--- config.mk ---
export PLATFORM = sky130hd
export DESIGN_NAME = vdram_host
export DESIGN_NICKNAME = d
export VERILOG_FILES = /design/src/rtl/vdram_host_pkg.sv /design/src/rtl/vdram_host.sv /design/src/rtl/pin_sync3.sv
export SDC_FILE = /design/constraint.sdc
export NUM_CORES = 1
export LEC_CHECK = 0
export ABC_CLOCK_PERIOD_IN_PS = 2500
export BUFFER_PORTS_ARGS = -buffer_cell sky130_fd_sc_hd__buf_2
export CAP_MARGIN = 30
export CORE_MARGIN = 2
export CORE_UTILIZATION = 35
export CTS_CLUSTER_DIAMETER = 50
export CTS_CLUSTER_SIZE = 24
export DETAILED_ROUTE_END_ITERATION = 8
export SYNTH_ARGS = -nofsm -noshare
export SYNTH_HDL_FRONTEND = slang
export SYNTH_SLANG_ARGS = --single-unit
--- constraint.sdc ---
create_clock -name clk_sys -period 2.5 [get_ports clk_sys]
set_clock_uncertainty 0.15 [all_clocks]
set_input_delay 0.375 -clock clk_sys [delete_from_list [all_inputs] [get_ports clk_sys]]
set_output_delay 0.375 -clock clk_sys [all_outputs]
set_load 0.01 [all_outputs]
--- src/rtl/vdram_host_pkg.sv ---
package vdram_host_pkg;

  // register offsets, one aligned word each
  localparam logic [7:0] OFS_CTRL = 8'h00;
  localparam logic [7:0] OFS_ROW = 8'h04;
  localparam logic [7:0] OFS_COL = 8'h08;
  localparam logic [7:0] OFS_DATA = 8'h0c;
  localparam logic [7:0] OFS_WMASK = 8'h10;
  localparam logic [7:0] OFS_STATUS = 8'h14;

  // control word fields
  localparam int CTRL_CMD_LSB = 0;
  localparam int CTRL_LOWER_BIT = 4;
  localparam int CTRL_UPPER_BIT = 5;
  localparam int CTRL_PERSIST_BIT = 6;
  localparam int CTRL_GO_BIT = 8;

  // status word fields
  localparam int STAT_BUSY_BIT = 0;
  localparam int STAT_REFUSED_BIT = 1;
  localparam int STAT_COLOR_LSB = 2;
  localparam int STAT_DQ_LSB = 16;

  // reset values
  localparam logic [8:0] ROW_RST = 9'h000;
  localparam logic [8:0] COL_RST = 9'h000;
  localparam logic [15:0] DATA_RST = 16'h0000;
  localparam logic [15:0] WMASK_RST = 16'hffff;

  // block-write organisation: 4 or 8 columns per block
  localparam int BLOCK_COLS_DEFAULT = 8;

  // strobe timing
  localparam int CLK_NS = 40;
  localparam int T_STEP_NS = 40;
  localparam int T_PRECHARGE_NS = 60;
  localparam logic [3:0] STEP_CYC = 4'((T_STEP_NS + CLK_NS - 1) / CLK_NS);
  localparam logic [3:0] PRE_CYC = 4'((T_PRECHARGE_NS + CLK_NS - 1) / CLK_NS);

  typedef enum logic [1:0] {
    cmd_load_color,
    cmd_block_write,
    cmd_full_xfer,
    cmd_split_xfer
  } cmd_e;

  // memory-side pins; strobes active low, dq_oe_b low while driving
  typedef struct packed {
    logic ras_b;
    logic lower_column_strobe_b;
    logic upper_column_strobe_b;
    logic we_b;
    logic special_function_select;
    logic transfer_output_select_b;
    logic [8:0] addr;
    logic [15:0] dq_out;
    logic [15:0] dq_oe_b;
  } dram_pins_s;

  localparam dram_pins_s PINS_IDLE = '{
    ras_b: 1'b1,
    lower_column_strobe_b: 1'b1,
    upper_column_strobe_b: 1'b1,
    we_b: 1'b1,
    special_function_select: 1'b0,
    transfer_output_select_b: 1'b1,
    addr: 9'h000,
    dq_out: 16'h0000,
    dq_oe_b: 16'hffff
  };

endpackage

--- src/rtl/vdram_host.sv ---
// Implementation choices: the register offsets and the APB interface to the registers.
module vdram_host
  import vdram_host_pkg::*;
#(
  parameter int BLOCK_COLS = vdram_host_pkg::BLOCK_COLS_DEFAULT
) (
  // clock and reset
  input wire logic clk_sys,
  input wire logic rst_b,
  // apb slave
  input wire logic psel,
  input wire logic penable,
  input wire logic pwrite,
  input wire logic [7:0] paddr,
  input wire logic [31:0] pwdata,
  output logic [31:0] prdata,
  output logic pready,
  output logic pslverr,
  // memory pins
  output vdram_host_pkg::dram_pins_s pins,
  input wire logic [15:0] dq_in
);
  import vdram_host_pkg::*;

  typedef enum {st_idle, st_row, st_ras, st_col, st_cas, st_end, st_pre} state_e;

  // ignored low column bits: 2 for 4-column, 3 for 8-column blocks
  localparam logic [8:0] BLOCK_KEEP = (BLOCK_COLS == 4) ? 9'h1fc : 9'h1f8;

  logic [8:0] row_addr;
  logic [8:0] col_addr;
  logic [15:0] data_word;
  logic [15:0] wmask;
  cmd_e cmd;
  logic lower_en;
  logic upper_en;
  logic persist;
  logic refused;
  logic [1:0] color_valid;
  logic [15:0] dq_seen;
  state_e state;
  logic [3:0] cnt;

  logic [8:0] next_row_addr;
  logic [8:0] next_col_addr;
  logic [15:0] next_data_word;
  logic [15:0] next_wmask;
  cmd_e next_cmd;
  logic next_lower_en;
  logic next_upper_en;
  logic next_persist;
  logic next_refused;
  logic [1:0] next_color_valid;
  logic [31:0] next_prdata;
  logic next_pready;
  logic next_pslverr;
  state_e next_state;
  logic [3:0] next_cnt;
  dram_pins_s next_pins;

  logic apb_done;
  logic wr_go;
  logic start;
  logic [1:0] want_bytes;
  logic is_xfer;

  pin_sync3 #(
    .W(16)
  ) u_dq_sync (
    .clk_sys(clk_sys),
    .rst_b(rst_b),
    .d(dq_in),
    .q(dq_seen)
  );

  // write lands at the edge where pready is seen high
  assign apb_done = psel & penable & pready;
  assign wr_go = apb_done & pwrite & (paddr == OFS_CTRL) & pwdata[CTRL_GO_BIT];
  assign want_bytes = {pwdata[CTRL_UPPER_BIT], pwdata[CTRL_LOWER_BIT]};
  assign is_xfer = (cmd == cmd_full_xfer) | (cmd == cmd_split_xfer);

  // a block write over a color byte never loaded is refused
  always_comb
  begin
    start = 1'b0;
    if (wr_go && state == st_idle)
    begin
      if (cmd_e'(pwdata[CTRL_CMD_LSB +: 2]) != cmd_block_write)
        start = 1'b1;
      else if ((want_bytes & ~color_valid) == 2'b00)
        start = 1'b1;
    end
  end

  // register file
  always_comb
  begin
    next_row_addr = row_addr;
    next_col_addr = col_addr;
    next_data_word = data_word;
    next_wmask = wmask;
    next_cmd = cmd;
    next_lower_en = lower_en;
    next_upper_en = upper_en;
    next_persist = persist;
    next_refused = refused;
    next_color_valid = color_valid;
    next_prdata = prdata;
    next_pready = psel & penable & ~pready;
    next_pslverr = 1'b0;
    if (psel && penable && !pready)
    begin
      unique case (paddr)
        OFS_CTRL: next_prdata = {23'h000000, 1'b0, 1'b0, persist, upper_en, lower_en,
                                 2'b00, 2'(cmd)};
        OFS_ROW: next_prdata = {23'h000000, row_addr};
        OFS_COL: next_prdata = {23'h000000, col_addr};
        OFS_DATA: next_prdata = {16'h0000, data_word};
        OFS_WMASK: next_prdata = {16'h0000, wmask};
        OFS_STATUS: next_prdata = {dq_seen, 12'h000, color_valid, refused,
                                   (state != st_idle)};
        default:
        begin
          next_prdata = 32'h00000000;
          next_pslverr = 1'b1;
        end
      endcase
    end
    if (apb_done && pwrite)
    begin
      unique case (paddr)
        OFS_ROW: next_row_addr = pwdata[8:0];
        OFS_COL: next_col_addr = pwdata[8:0];
        OFS_DATA: next_data_word = pwdata[15:0];
        OFS_WMASK: next_wmask = pwdata[15:0];
        default:
        begin
        end
      endcase
    end
    if (wr_go && state == st_idle)
      next_refused = ~start;
    if (start)
    begin
      next_cmd = cmd_e'(pwdata[CTRL_CMD_LSB +: 2]);
      next_lower_en = pwdata[CTRL_LOWER_BIT];
      next_upper_en = pwdata[CTRL_UPPER_BIT];
      next_persist = pwdata[CTRL_PERSIST_BIT];
    end
    // color bytes stay valid once loaded; only reset clears them
    if (state == st_cas && cnt == 4'h0 && cmd == cmd_load_color)
      next_color_valid = color_valid | {upper_en, lower_en};
  end

  // strobe sequencer; pins change only on a state step
  always_comb
  begin
    next_state = state;
    next_cnt = 4'(cnt + 4'h1);
    next_pins = pins;
    unique case (state)
      st_idle:
      begin
        next_cnt = 4'h0;
        next_pins = PINS_IDLE;
        if (start)
          next_state = st_row;
      end
      st_row:
      begin
        // row address and row-fall qualifiers in place
        next_pins.addr = row_addr;
        next_pins.transfer_output_select_b = ~is_xfer;
        next_pins.special_function_select = (cmd == cmd_load_color)
                                           | (cmd == cmd_split_xfer);
        next_pins.we_b = ~((cmd == cmd_block_write) & ~persist);
        next_pins.dq_out = wmask;
        next_pins.dq_oe_b = next_pins.we_b ? 16'hffff : 16'h0000;
        if (cnt == STEP_CYC - 4'h1)
        begin
          next_state = st_ras;
          next_cnt = 4'h0;
        end
      end
      st_ras:
      begin
        next_pins.ras_b = 1'b0;
        if (cnt == STEP_CYC - 4'h1)
        begin
          next_state = st_col;
          next_cnt = 4'h0;
        end
      end
      st_col:
      begin
        // early write: write strobe low before the column fall
        next_pins.addr = (cmd == cmd_block_write) ? (col_addr & BLOCK_KEEP)
                       : col_addr;
        next_pins.special_function_select = ~is_xfer;
        next_pins.we_b = is_xfer;
        next_pins.dq_out = data_word;
        next_pins.dq_oe_b = is_xfer ? 16'hffff : 16'h0000;
        if (cnt == STEP_CYC - 4'h1)
        begin
          next_state = st_cas;
          next_cnt = 4'h0;
        end
      end
      st_cas:
      begin
        next_pins.lower_column_strobe_b = ~(lower_en | is_xfer);
        next_pins.upper_column_strobe_b = ~(upper_en | is_xfer);
        if (cnt == STEP_CYC - 4'h1)
        begin
          next_state = st_end;
          next_cnt = 4'h0;
        end
      end
      st_end:
      begin
        next_pins = PINS_IDLE;
        if (cnt == STEP_CYC - 4'h1)
        begin
          next_state = st_pre;
          next_cnt = 4'h0;
        end
      end
      st_pre:
      begin
        // row precharge before the next command may start
        if (cnt == PRE_CYC - 4'h1)
        begin
          next_state = st_idle;
          next_cnt = 4'h0;
        end
      end
    endcase
  end

  always_ff @(posedge clk_sys)
  begin
    if (!rst_b)
    begin
      row_addr <= ROW_RST;
      col_addr <= COL_RST;
      data_word <= DATA_RST;
      wmask <= WMASK_RST;
      cmd <= cmd_load_color;
      lower_en <= 1'b0;
      upper_en <= 1'b0;
      persist <= 1'b0;
      refused <= 1'b0;
      color_valid <= 2'b00;
      prdata <= 32'h00000000;
      pready <= 1'b0;
      pslverr <= 1'b0;
      state <= st_idle;
      cnt <= 4'h0;
      pins <= PINS_IDLE;
    end
    else
    begin
      row_addr <= next_row_addr;
      col_addr <= next_col_addr;
      data_word <= next_data_word;
      wmask <= next_wmask;
      cmd <= next_cmd;
      lower_en <= next_lower_en;
      upper_en <= next_upper_en;
      persist <= next_persist;
      refused <= next_refused;
      color_valid <= next_color_valid;
      prdata <= next_prdata;
      pready <= next_pready;
      pslverr <= next_pslverr;
      state <= next_state;
      cnt <= next_cnt;
      pins <= next_pins;
    end
  end
endmodule

--- src/rtl/pin_sync3.sv ---
module pin_sync3 #(
  parameter int W = 16
) (
  // clock and reset
  input wire logic clk_sys,
  input wire logic rst_b,
  // pins in, filtered value out
  input wire logic [W-1:0] d,
  output logic [W-1:0] q
);
  logic [W-1:0] s1;
  logic [W-1:0] s2;
  logic [W-1:0] s3;
  logic [W-1:0] next_q;

  // a bit moves only once stages two and three agree
  always_comb
  begin
    next_q = (~(s2 ^ s3) & s3) | ((s2 ^ s3) & q);
  end

  always_ff @(posedge clk_sys)
  begin
    if (!rst_b)
    begin
      s1 <= '0;
      s2 <= '0;
      s3 <= '0;
      q <= '0;
    end
    else
    begin
      s1 <= d;
      s2 <= s1;
      s3 <= s2;
      q <= next_q;
    end
  end
endmodule

---- After elaboration in Yosys (flattened, before gate mapping) ----
Index checks and enable logic that the tools add are counted.
word-level totals
  input bits .............................. 61
  output and inout bits ................... 81
  register bits after elaboration ......... 239
cells by class
  equal/unequal tests ..................... 24
  reduce and logical (&&, ||, !) cells .... 27
  add/sub/neg operators ................... 1
  multiplexer cells ....................... 24
  bitwise gates (word level) .............. 26
operators by type and width
  kind                 number
  $mux 32              7
  $pmux 32 s7          1
  $pmux 32 s6          1
  $pmux 41 s3          1
  $eq 32x3->1 const B  3
  $eq 32x2->1 const B  2
  $logic_not 32->1     2
  $and 16x16->16       2
  $eq 32x1->1 const B  1
  $eq 32x4->1 const B  1
  $mux 16              2
  $reduce_bool 32->1   1
  $eq 8x4->1 const B   2
  $eq 8x5->1 const B   2
  $not 16->16          1
  $or 16x16->16        1
  $xor 16x16->16       1
  $ne 2x2->1 const B   7
  $pmux 4 s3           1
  $reduce_and 2->1     5
  $eq 8x3->1 const B   1
  $logic_not 8->1      1
  $mux 4               2
  $and 1x1->1          7
  other kinds (25)     47

---- Longest topological paths before layout ----
Gate-level depths: netlist of run 1.
  depth after elaboration ................. 9
  gate-level depth with buffers ........... 8

---- Hierarchy ----
A second synthesis of run 1 with hierarchy kept.
second synthesis, totals
  cell total of the unflattened synthesis .. 871
  area, all modules ....................... 7758.7 µm²
by module, submodules not included
  module      area each (µm²)  cells each  times used  seq. area each (µm²)
  vdram_host  5808.1           704         1           2602.5
  pin_sync3   1950.6           167         1           1281.2

---- Worst setup path after synthesis of run 1 ----
OpenSTA, ideal clock, no wires.
  path type ............................... input-to-reg
  from .................................... input port paddr[4]
  to ...................................... register wmask[1]
  library setup time ...................... 0.137 ns
  setup slack ............................. 0.837 ns
  buffers on the path ..................... 4
  cell stages on the path ................. 8
  data arrival time ....................... 1.376 ns
  path through ............................ buf_4 -> and2b_1 -> buf_4 -> and4_1 -> buf_4 -> buf_6 -> nand2_1 -> nand3_1
between the ends
  longest elaborated chain between the ends .. 2
RTL lines
  item                               line               text
  start: declaration                 vdram_host.sv:14   input wire logic [7:0] paddr,
  $eq 8x5->1                         vdram_host.sv:131  unique case (paddr)
  $reduce_and 2->1 (no source line)  n/a
  end signal: assignment             vdram_host.sv:266  wmask <= next_wmask;
  end: declaration                   vdram_host.sv:33   logic [15:0] wmask;
Every way passes these cells.
A chain may end at the register's enable or synchronous reset.

---- Worst setup path after layout of run 1 ----
  from .................................... register state[2]
  to ...................................... register persist
between the ends
  longest elaborated chain between the ends .. 3
RTL lines
  item                      line               text
  start: declaration        vdram_host.sv:41   state_e state;
  start signal: assignment  vdram_host.sv:257  state <= st_idle;
  start signal: assignment  vdram_host.sv:276  state <= next_state;
  $logic_not 32->1          vdram_host.sv:86   if (wr_go && state == st_idle)
  $logic_and 1x1->1         vdram_host.sv:86
  $mux 1                    vdram_host.sv:86
  end signal: assignment    vdram_host.sv:270  persist <= next_persist;
  end: declaration          vdram_host.sv:37   logic persist;
Every way passes these cells.

==> impl_metrics.ini, run 1 <==
[die]
die_w_um = 154
rows = 54
dieArea_um2 = 23700
initial_core_util_pct = 35.9
io_pins = 142
core_um2 = 22000
die_h_um = 154

[clocking]
cts_tree = yes
cts_root_buffer = clkbuf_16
cts.htree.levels = 4
worst_setup_hold_path_clk_slew_ns = 0.08
worstSkewPairLatency_ns = 0.43
cts_buffer_depth = 2
cts_setup_buffers = 0
clkSinkCount = 194
hold_buffers = 15
post_cts_resized = 0
numCtsBuffers = 17

[cells_and_area]
final_cell_mix = 193 x dfxtp_1, 136 x nand2_1, 124 x buf_2
layout_commonest_cell = dfxtp_1
num_antenna_cells = 0
nets = 1042
syn2layout_area_growth_pct = 19.4
drive_gt1_share_pct = 22.0

[logic_synthesis]
synth_top_area_share_pct = 49.3
netlist_area_um2 = 7880
syn_avg_cell_area_um2 = 9.07
synth_area_leaders = dfxtp_1 49%, a21oi_1 6.8%, nand2_1 6.5%, and2_1 4.0%, mux2i_1 3.4%
ys_warn_count = 0
synth-async-reset-ratio_pct = 0
yosys_register_bits = 194
synth_edf_count = 0
syn_inst = 869
synthDistinctLibCells = 60
synth_seq_area_share_pct = 49.3
yosys.area.top_type = dfxtp_1
syn_nets = 937
synth_ff_type = dfxtp_1

[detailed_routing]
num_vias = 6329
drc = 0
drtIter0Drc = 503
postRouteAntennaNets = 0
avgRoutedWirePerCell_um = 16.3
routed_wl_um = 20600
viasPerCell = 5.00
firstDrtPassIters = 4

[placement]
dpl.hpwl_um = 13900
numPortBuffers = 125
gp_congestion = 0.776
place_ws_ns = 0.318

[pwr]
powerDensity_nw_per_um2 = 649
peakVddDrop_uv = 342
power_leakage_nw = 3.80
finalPower_mw = 6.10

[global_route]
grt_pass1_wl_um = 32900
track_usage_pct = 17.6
grt-ovfl-total = 0
grt_antenna_before_repair = 0
grt_pass1_vias = 5995
grt_max_degree = 64

[sta]
finalHoldViolCount = 0
layout_setup_ws_ns = 0.542
finalSetupTns_ns = 0
fmax_mhz = 511
tightestPinTransition_ns = 0.583
maxSlewHeadroom_pct = 61.1
period_share_pct = 78.3
rsz0062_at_grt = no
setup_viol = 0
period_minus_slack_ns = 1.96
drv_slew = 0

[worst_setup_path]
cp_max_fo = 17
worst_setup_path_start_kind = flop
required_ns = 2.71
cp.arrival_ns = 2.17
cp-end-kind = flop
worstSetupPathType = flop to flop

[hold_path]
hp-class = input pin to flop

[job]
max_cap_viol_count = 0

[run_status]
status = finished clean
[logic make-up (layout without fill, tap and decap cells)]
group           Yosys count  count (layout)  share of synthesized area (%)
compound gates          208             208                           16.0
xor+xnor                  2               2                          0.222
fa+ha+maj                 7               7                           1.11
buf+inv                  88             206                           5.76
flops                   194             194                           49.3
mux                      35              35                           4.86
simple gates            335             335                           22.8
[layer usage]
metal	vias up	track usage, %	share of wire, %
met1	2936	25.2	48
met4	0	5.34	1.5
met3	20	4.11	6.7
met2	203	26.5	44
met5	-	0	0
li1	3170	-	-
[final timing paths]
kind / start / endpoint / slack, ns / depth (start not counted)
worst min register to register: u_dq_sync.s1[5] / u_dq_sync.s2[5] / 0.28 / 1
worst max-delay path: state[2] / persist / 0.54 / 4
worst min-delay path: dq_in[10] / u_dq_sync.s1[10] / 0.01 / 2
worst max register to register: state[2] / persist / 0.54 / 4
[synth_stat cells, types with 17 or more instances]
cell type / count
a22oi_1: 17
buf_4: 21
nor3b_1: 22
nand3_1: 24
clkbuf_1: 32
nor2_1: 19
a21oi_1: 107
mux2i_1: 27
dfxtp_1: 194
and2_1: 50
nor2b_1: 34
buf_2: 18
nand2_1: 136
o21ai_0: 38
[flip-flops by register name, indices dropped and copies added, names as in the netlist, 2 cells and up, named ones only]
| name | flops |
|---|---|
| wmask | 16 |
| col_addr | 9 |
| color_valid | 2 |
| cnt | 4 |
| u_dq_sync.s3 | 16 |
| data_word | 16 |
| row_addr | 9 |
| pins | 31 |
| u_dq_sync.s1 | 16 |
| u_dq_sync.s2 | 16 |
| state | 3 |
| prdata | 32 |
| cmd | 2 |
[critical path, stage by stage (launching register included)]
cell	delay, ns
dfxtp_1	0.50
nor4b_1	0.39
nand4_1	0.32
nor2_4	0.31
mux2i_1	0.22
[final cells by class]
class / instances / area [µm²]
Clock buffer: 18 / 439
Clock inverter: 14 / 158
Fill cell: 2105 / 12500
Inverter: 9 / 33.8
Multi-Input combinational cell: 587 / 3540
Sequential cell: 194 / 3880
Tap cell: 280 / 350
Timing Repair Buffer: 165 / 1000
[metrics by stage]
stage	util [%]	area, µm²	hold slack [ns]	instances
floorplan	-	7880	0.262	869
global placement	39.5	8660	0.263	1220
detailed placement	39.5	8660	0.267	1220
CTS	42.9	9410	0.000981	1267
global route	42.9	9410	0.00978	1267
finish	42.9	9410	0.0107	1267
[power by group]
part           internal [mW]  switching [mW]
Clock                   1.37            1.34
Combinational          0.111           0.139
Sequential              3.12          0.0130
Total                   4.61            1.50
Note: power is estimated with default switching activity, not from simulation.
==> run 2: changes to the inputs <==
ABC_AREA = 1   (was unset)
ABC_CLOCK_PERIOD_IN_PS = 1800   (was 2500)
clock period = 1.8 ns   (was 2.5 ns; I/O delays follow)
==> run 2 against run 1 <==
Register-to-register slack got worse by 0.45 ns. Via count grew 4.6%. Fmax grew 15%. Critical path type unchanged. Critical endpoint is now pins[32]. Largest cell class unchanged.
==> impl_metrics.ini, run 2 <==
[placement]
numPortBuffers = 125
dpl.hpwl_um = 13400
gp_congestion = 0.861

[detailed_routing]
drc = 0
routed_wl_um = 19600
postRouteAntennaNets = 0
num_vias = 6617
firstDrtPassIters = 5
avgRoutedWirePerCell_um = 14.1
drtIter0Drc = 503
viasPerCell = 4.74

[hold_path]
hp-class = input pin to flop

[die]
rows = 53
die_w_um = 151
core_um2 = 21200
io_pins = 142
initial_core_util_pct = 35.9
dieArea_um2 = 22900
die_h_um = 151

[worst_setup_path]
cp_max_fo = 17
worst_setup_path_start_kind = flop
cp.arrival_ns = 1.86
cp-end-kind = flop
worstSetupPathType = flop to flop
required_ns = 1.95

[logic_synthesis]
synth_edf_count = 0
ys_warn_count = 0
syn_nets = 1016
synth_top_area_share_pct = 51.1
syn_inst = 948
syn_avg_cell_area_um2 = 8.01
synthDistinctLibCells = 36
ys_top_cells_by_count = 194 x dfxtp_1, 146 x nand2_1, 104 x a21oi_1, 100 x o21ai_0, 98 x inv_1
synth_area_leaders = dfxtp_1 51%, nand2_1 7.2%, a21oi_1 6.9%, o21ai_0 6.6%, inv_1 4.8%
netlist_area_um2 = 7600
synth_seq_area_share_pct = 51.1
synth-async-reset-ratio_pct = 0
yosys_register_bits = 194
synth_ff_type = dfxtp_1
synth_most_common_cell = dfxtp_1
yosys.area.top_type = dfxtp_1

[pwr]
intPower_mw = 7.80
p_seq_share_pct = 42.8
peakVddDrop_uv = 636
combPwrFrac_pct = 22.1
p_switching_mw = 3.48
power_leakage_nw = 4.36
powerDensity_nw_per_um2 = 1180
finalPower_mw = 11.3
switching_share_pct = 30.8
clkPwrFrac_pct = 35.0

[sta]
drv_slew = 0
fmax_mhz = 586
tightestPinTransition_ns = 0.446
maxSlewHeadroom_pct = 69.9
setup_viol = 0
worst_hold_slack_ns = 0.0294
period_share_pct = 94.8
period_minus_slack_ns = 1.71
finalSetupTns_ns = 0
rsz0062_at_grt = no
finalHoldViolCount = 0

[clocking]
cts_tree = yes
worst_setup_hold_path_clk_slew_ns = 0.07
cts_root_buffer = clkbuf_16
numCtsBuffers = 17
cts.htree.levels = 4
cts_buffer_depth = 2
clkSinkCount = 194
worstSkewPairLatency_ns = 0.43

[cells_and_area]
layout_commonest_cell = dfxtp_1
drive_gt1_share_pct = 21.5
nets = 1175
biggestRegsByFlops = prdata x32, pins x31
fin_util_pct = 45.4
filler_cell_count = 2102
largest_reg_flops = 32
syn2layout_area_growth_pct = 26.4
final_cell_mix = 192 x dfxtp_1, 146 x nand2_1, 124 x buf_2
top_register = prdata
num_antenna_cells = 0

[global_route]
grt_pass1_wl_um = 31400
grt_antenna_before_repair = 0
grt_pass1_vias = 6204
grt-ovfl-total = 0
grt_max_degree = 59
track_usage_pct = 17.5

[run_status]
status = finished clean

[job]
max_cap_viol_count = 0
[run 2: cell types whose count changed in the layout (fill, tap and decap cells not counted), sizes merged, moves of 7 or more]
cell,change
nor3b,-22
and2,-51
nor2,+67
buf,+24
o21ai,+85
nand3,+29
nand2,+18
dlygate4sd3,+14
mux2i,-27
nor3,-7
inv,+96
nor2b,-43
[run 2: cell type report]
type                            count  area [µm²]  area share [%]
Timing Repair Buffer              203        1410            14.7
Sequential cell                   194        3890            40.5
Tap cell                          275         344            3.58
Inverter                          108         405            4.22
Clock buffer                       17         425            4.43
Clock inverter                     15         196            2.05
Multi-Input combinational cell    583        2930            30.5
[run 2: path summary, 6_finish.rpt]
path / start / end / slack (ns) / cells after the start
max: state[1] / pins[32] / 0.09 / 7
min reg2reg: u_dq_sync.s1[7] / u_dq_sync.s2[7] / 0.26 / 2
max reg2reg: state[1] / pins[32] / 0.09 / 7
min: pwdata[6] / wmask[6] / 0.03 / 3
[run 2: worst max-delay path, cell delays in order, from the launching register on]
cell	delay [ns]
dfxtp_2	0.36
inv_2	0.07
nand2_1	0.09
o21ai_2	0.24
nor2_8	0.08
buf_12	0.16
a22oi_1	0.32
a21oi_1	0.11
[run 2: timing repair]
item,in CTS,in global routing
setup endpoints to repair,0,24
hold buffers,29,0
buffers inserted,0,0
endpoints found under the hold margin,42,0
gates resized for setup,0,2
[run 2: per-layer routing]
metal | track usage [%] | vias up | wire (µm)
li1 | - | 3422 | -
met1 | 22.8 | 2992 | 9120
met2 | 29.2 | 181 | 9150
met3 | 3.49 | 22 | 1110
met4 | 4.91 | 0 | 252
met5 | 0 | - | 0
[run 2: logic make-up after synthesis]
kind of cell	after synthesis	share of synthesized area [%]
AND/OR/NAND/NOR	297	17.3
AO/OA/AOI/OAI	277	19.8
flip-flops	194	51.1
buffers and inverters	171	10.4
adder cells (fa/ha/maj)	7	1.15
XOR/XNOR	2	0.231
[run 2: power groups by stage]
stage	logic (mW)	clock network, mW	registers (mW)
2_1_floorplan	1.50	0	5.05
3_3_place_gp	2.44	0	4.93
3_5_place_dp	2.45	0	4.93
4_1_cts	2.51	4.03	4.84
5_1_grt	2.77	4.19	4.88
6_report	2.50	3.95	4.83
[run 2: through the flow]
stage,setup WS [ns],instances,instance area [µm²]
final,0.0942,1395,9600
after global routing,0.00259,1395,9600
after CTS,0.0279,1395,9600
after detailed placement,0.00264,1334,8690
after global placement,0.00591,1334,8690
after floorplan,0.314,948,7600
==> run 3: changes to the inputs <==
ABC_AREA = unset   (was 1)
==> run 3 against run 2 <==
Final area is 1.8% higher. Flip-flop and latch count unchanged. Non-clock buffer count is 3 lower. Sequential power down 9.9%. Utilization fell by 0.88 points. Critical path type unchanged. Highest routed layer unchanged.
==> impl_metrics.ini, run 3 (same netlist as run 1, synthesis figures left out) <==
[detailed_routing]
drtIter0Drc = 541
num_vias = 6541
drc = 0
avgRoutedWirePerCell_um = 16.3
firstDrtPassIters = 5
postRouteAntennaNets = 0
routed_wl_um = 21300
viasPerCell = 5.02

[run_status]
status = finished clean

[global_route]
grt_max_degree = 62
grt-ovfl-total = 0
grt_pass1_wl_um = 34200
grt_antenna_before_repair = 1
grt_pass1_vias = 6270
track_usage_pct = 18.3

[sta]
maxSlewHeadroom_pct = 72.8
finalHoldViolCount = 0
period_share_pct = 94.3
rsz0062_at_grt = no
worst_hold_slack_ns = 0.0178
tightestPinTransition_ns = 0.409
drv_slew = 0
setup_viol = 0
period_minus_slack_ns = 1.70
fmax_mhz = 589

[clocking]
cts_buffer_depth = 2
worstSkewPairLatency_ns = 0.44
clkSinkCount = 194
worst_setup_hold_path_clk_slew_ns = 0.07
cts_root_buffer = clkbuf_16
numCtsBuffers = 17
cts_tree = yes
cts.htree.levels = 4

[worst_setup_path]
r2r_start = pready
worst_setup_path_start_kind = flop
cp-startpoint = pready
required_ns = 2.00
worstSetupPathType = flop to flop
cp_max_fo = 16
reg2reg_to = data_word[15]
reg2reg_setup_slack_ns = 0.10
cp.arrival_ns = 1.90
reg2regPathDepth = 6
cp-end-kind = flop

[die]
initial_core_util_pct = 35.9
die_h_um = 154
die_w_um = 154
dieArea_um2 = 23700
core_um2 = 22000
io_pins = 142
rows = 54

[hold_path]
holdPathStages = 3
hp-start = rst_b
hp-class = input pin to flop
hold-path-endpoint = prdata[0]

[placement]
numPortBuffers = 125
gp_congestion = 0.811
placed_area_um2 = 8850
dpl.hpwl_um = 14600

[pwr]
peakVddDrop_uv = 567
power_leakage_nw = 3.97
powerDensity_nw_per_um2 = 866

[cells_and_area]
layout_commonest_cell = dfxtp_1
drive_gt1_share_pct = 23.5
nets = 1077
syn2layout_area_growth_pct = 24.0
largest_reg_flops = 32
final_cell_area_um2 = 9770
biggestRegsByFlops = prdata x32, pins x31
top_register = prdata
final_cell_mix = 192 x dfxtp_1, 136 x nand2_1, 124 x buf_2

[job]
max_cap_viol_count = 0
[run 3: cell count changes in the layout (fill, tap and decap cells not counted), sizes merged, moves of 7 or more]
cell   change
and2      +51
inv       -96
mux2i     +27
nand2     -18
nand3     -29
nor2      -67
nor2b     +43
nor3       +7
nor3b     +22
o21ai     -85
[run 3: timing repair]
item | 4_1_cts | 5_1_grt
buffers inserted | 0 | 2
hold endpoints to repair | 50 | 0
gates resized for setup | 0 | 6
endpoints found under the setup margin | 0 | 33
hold buffers | 30 | 0
[run 3: cell type report]
type                            instances  area (µm²)
Sequential cell                       194        3890
Inverter                                9        33.8
Multi-Input combinational cell        587        3560
Tap cell                              280         350
Timing Repair Buffer                  200        1360
Clock inverter                         14         155
Fill cell                            2117       12200
Clock buffer                           18         429
Antenna cell                            1        2.50
[run 3: worst max-delay path, cell delays in order (launching register included)]
cell and delay, ns:
dfxtp_1 0.37, and4_1 0.30, buf_4 0.17, and3_1 0.20, buf_12 0.17, nand2_1 0.06
a21boi_0 0.19
[run 3: where the power goes]
part / switching [mW] / leakage (nW) / total, mW / internal (mW)
Sequential: 0.0178 / 1.57 / 4.35 / 4.34
Clock: 1.86 / 0.286 / 3.72 / 1.87
Combinational: 0.200 / 2.11 / 0.384 / 0.184
[run 3: per-layer routing]
metal	GRT usage (%)	vias up	part of all wire [%]
met4	5.47	0	1.6
met2	27.1	194	44
met1	26.2	3068	48
met3	4.48	25	6.2
li1	-	3254	-
met5	0	-	0
[run 3: worst max path at each step]
| stage | cells after the start | endpoint | slack (ns) |
|---|---|---|---|
| after floorplan | 5 | cmd[0] | 0.18 |
| after global placement | 6 | prdata[15] | 0.03 |
| after detailed placement | 7 | data_word[15] | -0.001 |
| after CTS | 1 | pins[5] | 0.002 |
| after global routing | 6 | data_word[15] | 0.001 |
| final | 6 | data_word[15] | 0.10 |
[run 3: stage by stage]
step | setup TNS [ns] | setup slack, ns | power [mW] | cells | utilization [%]
after floorplan | 0 | 0.184 | 4.63 | 869 | -
after global placement | 0 | 0.0335 | 4.79 | 1238 | 40.3
after detailed placement | -0.00147 | -0.00147 | 4.79 | 1238 | 40.3
after CTS | 0 | 0.00185 | 8.56 | 1300 | 44.3
after global routing | 0 | 0.00147 | 8.76 | 1303 | 44.5
final | 0 | 0.103 | 8.46 | 1303 | 44.5
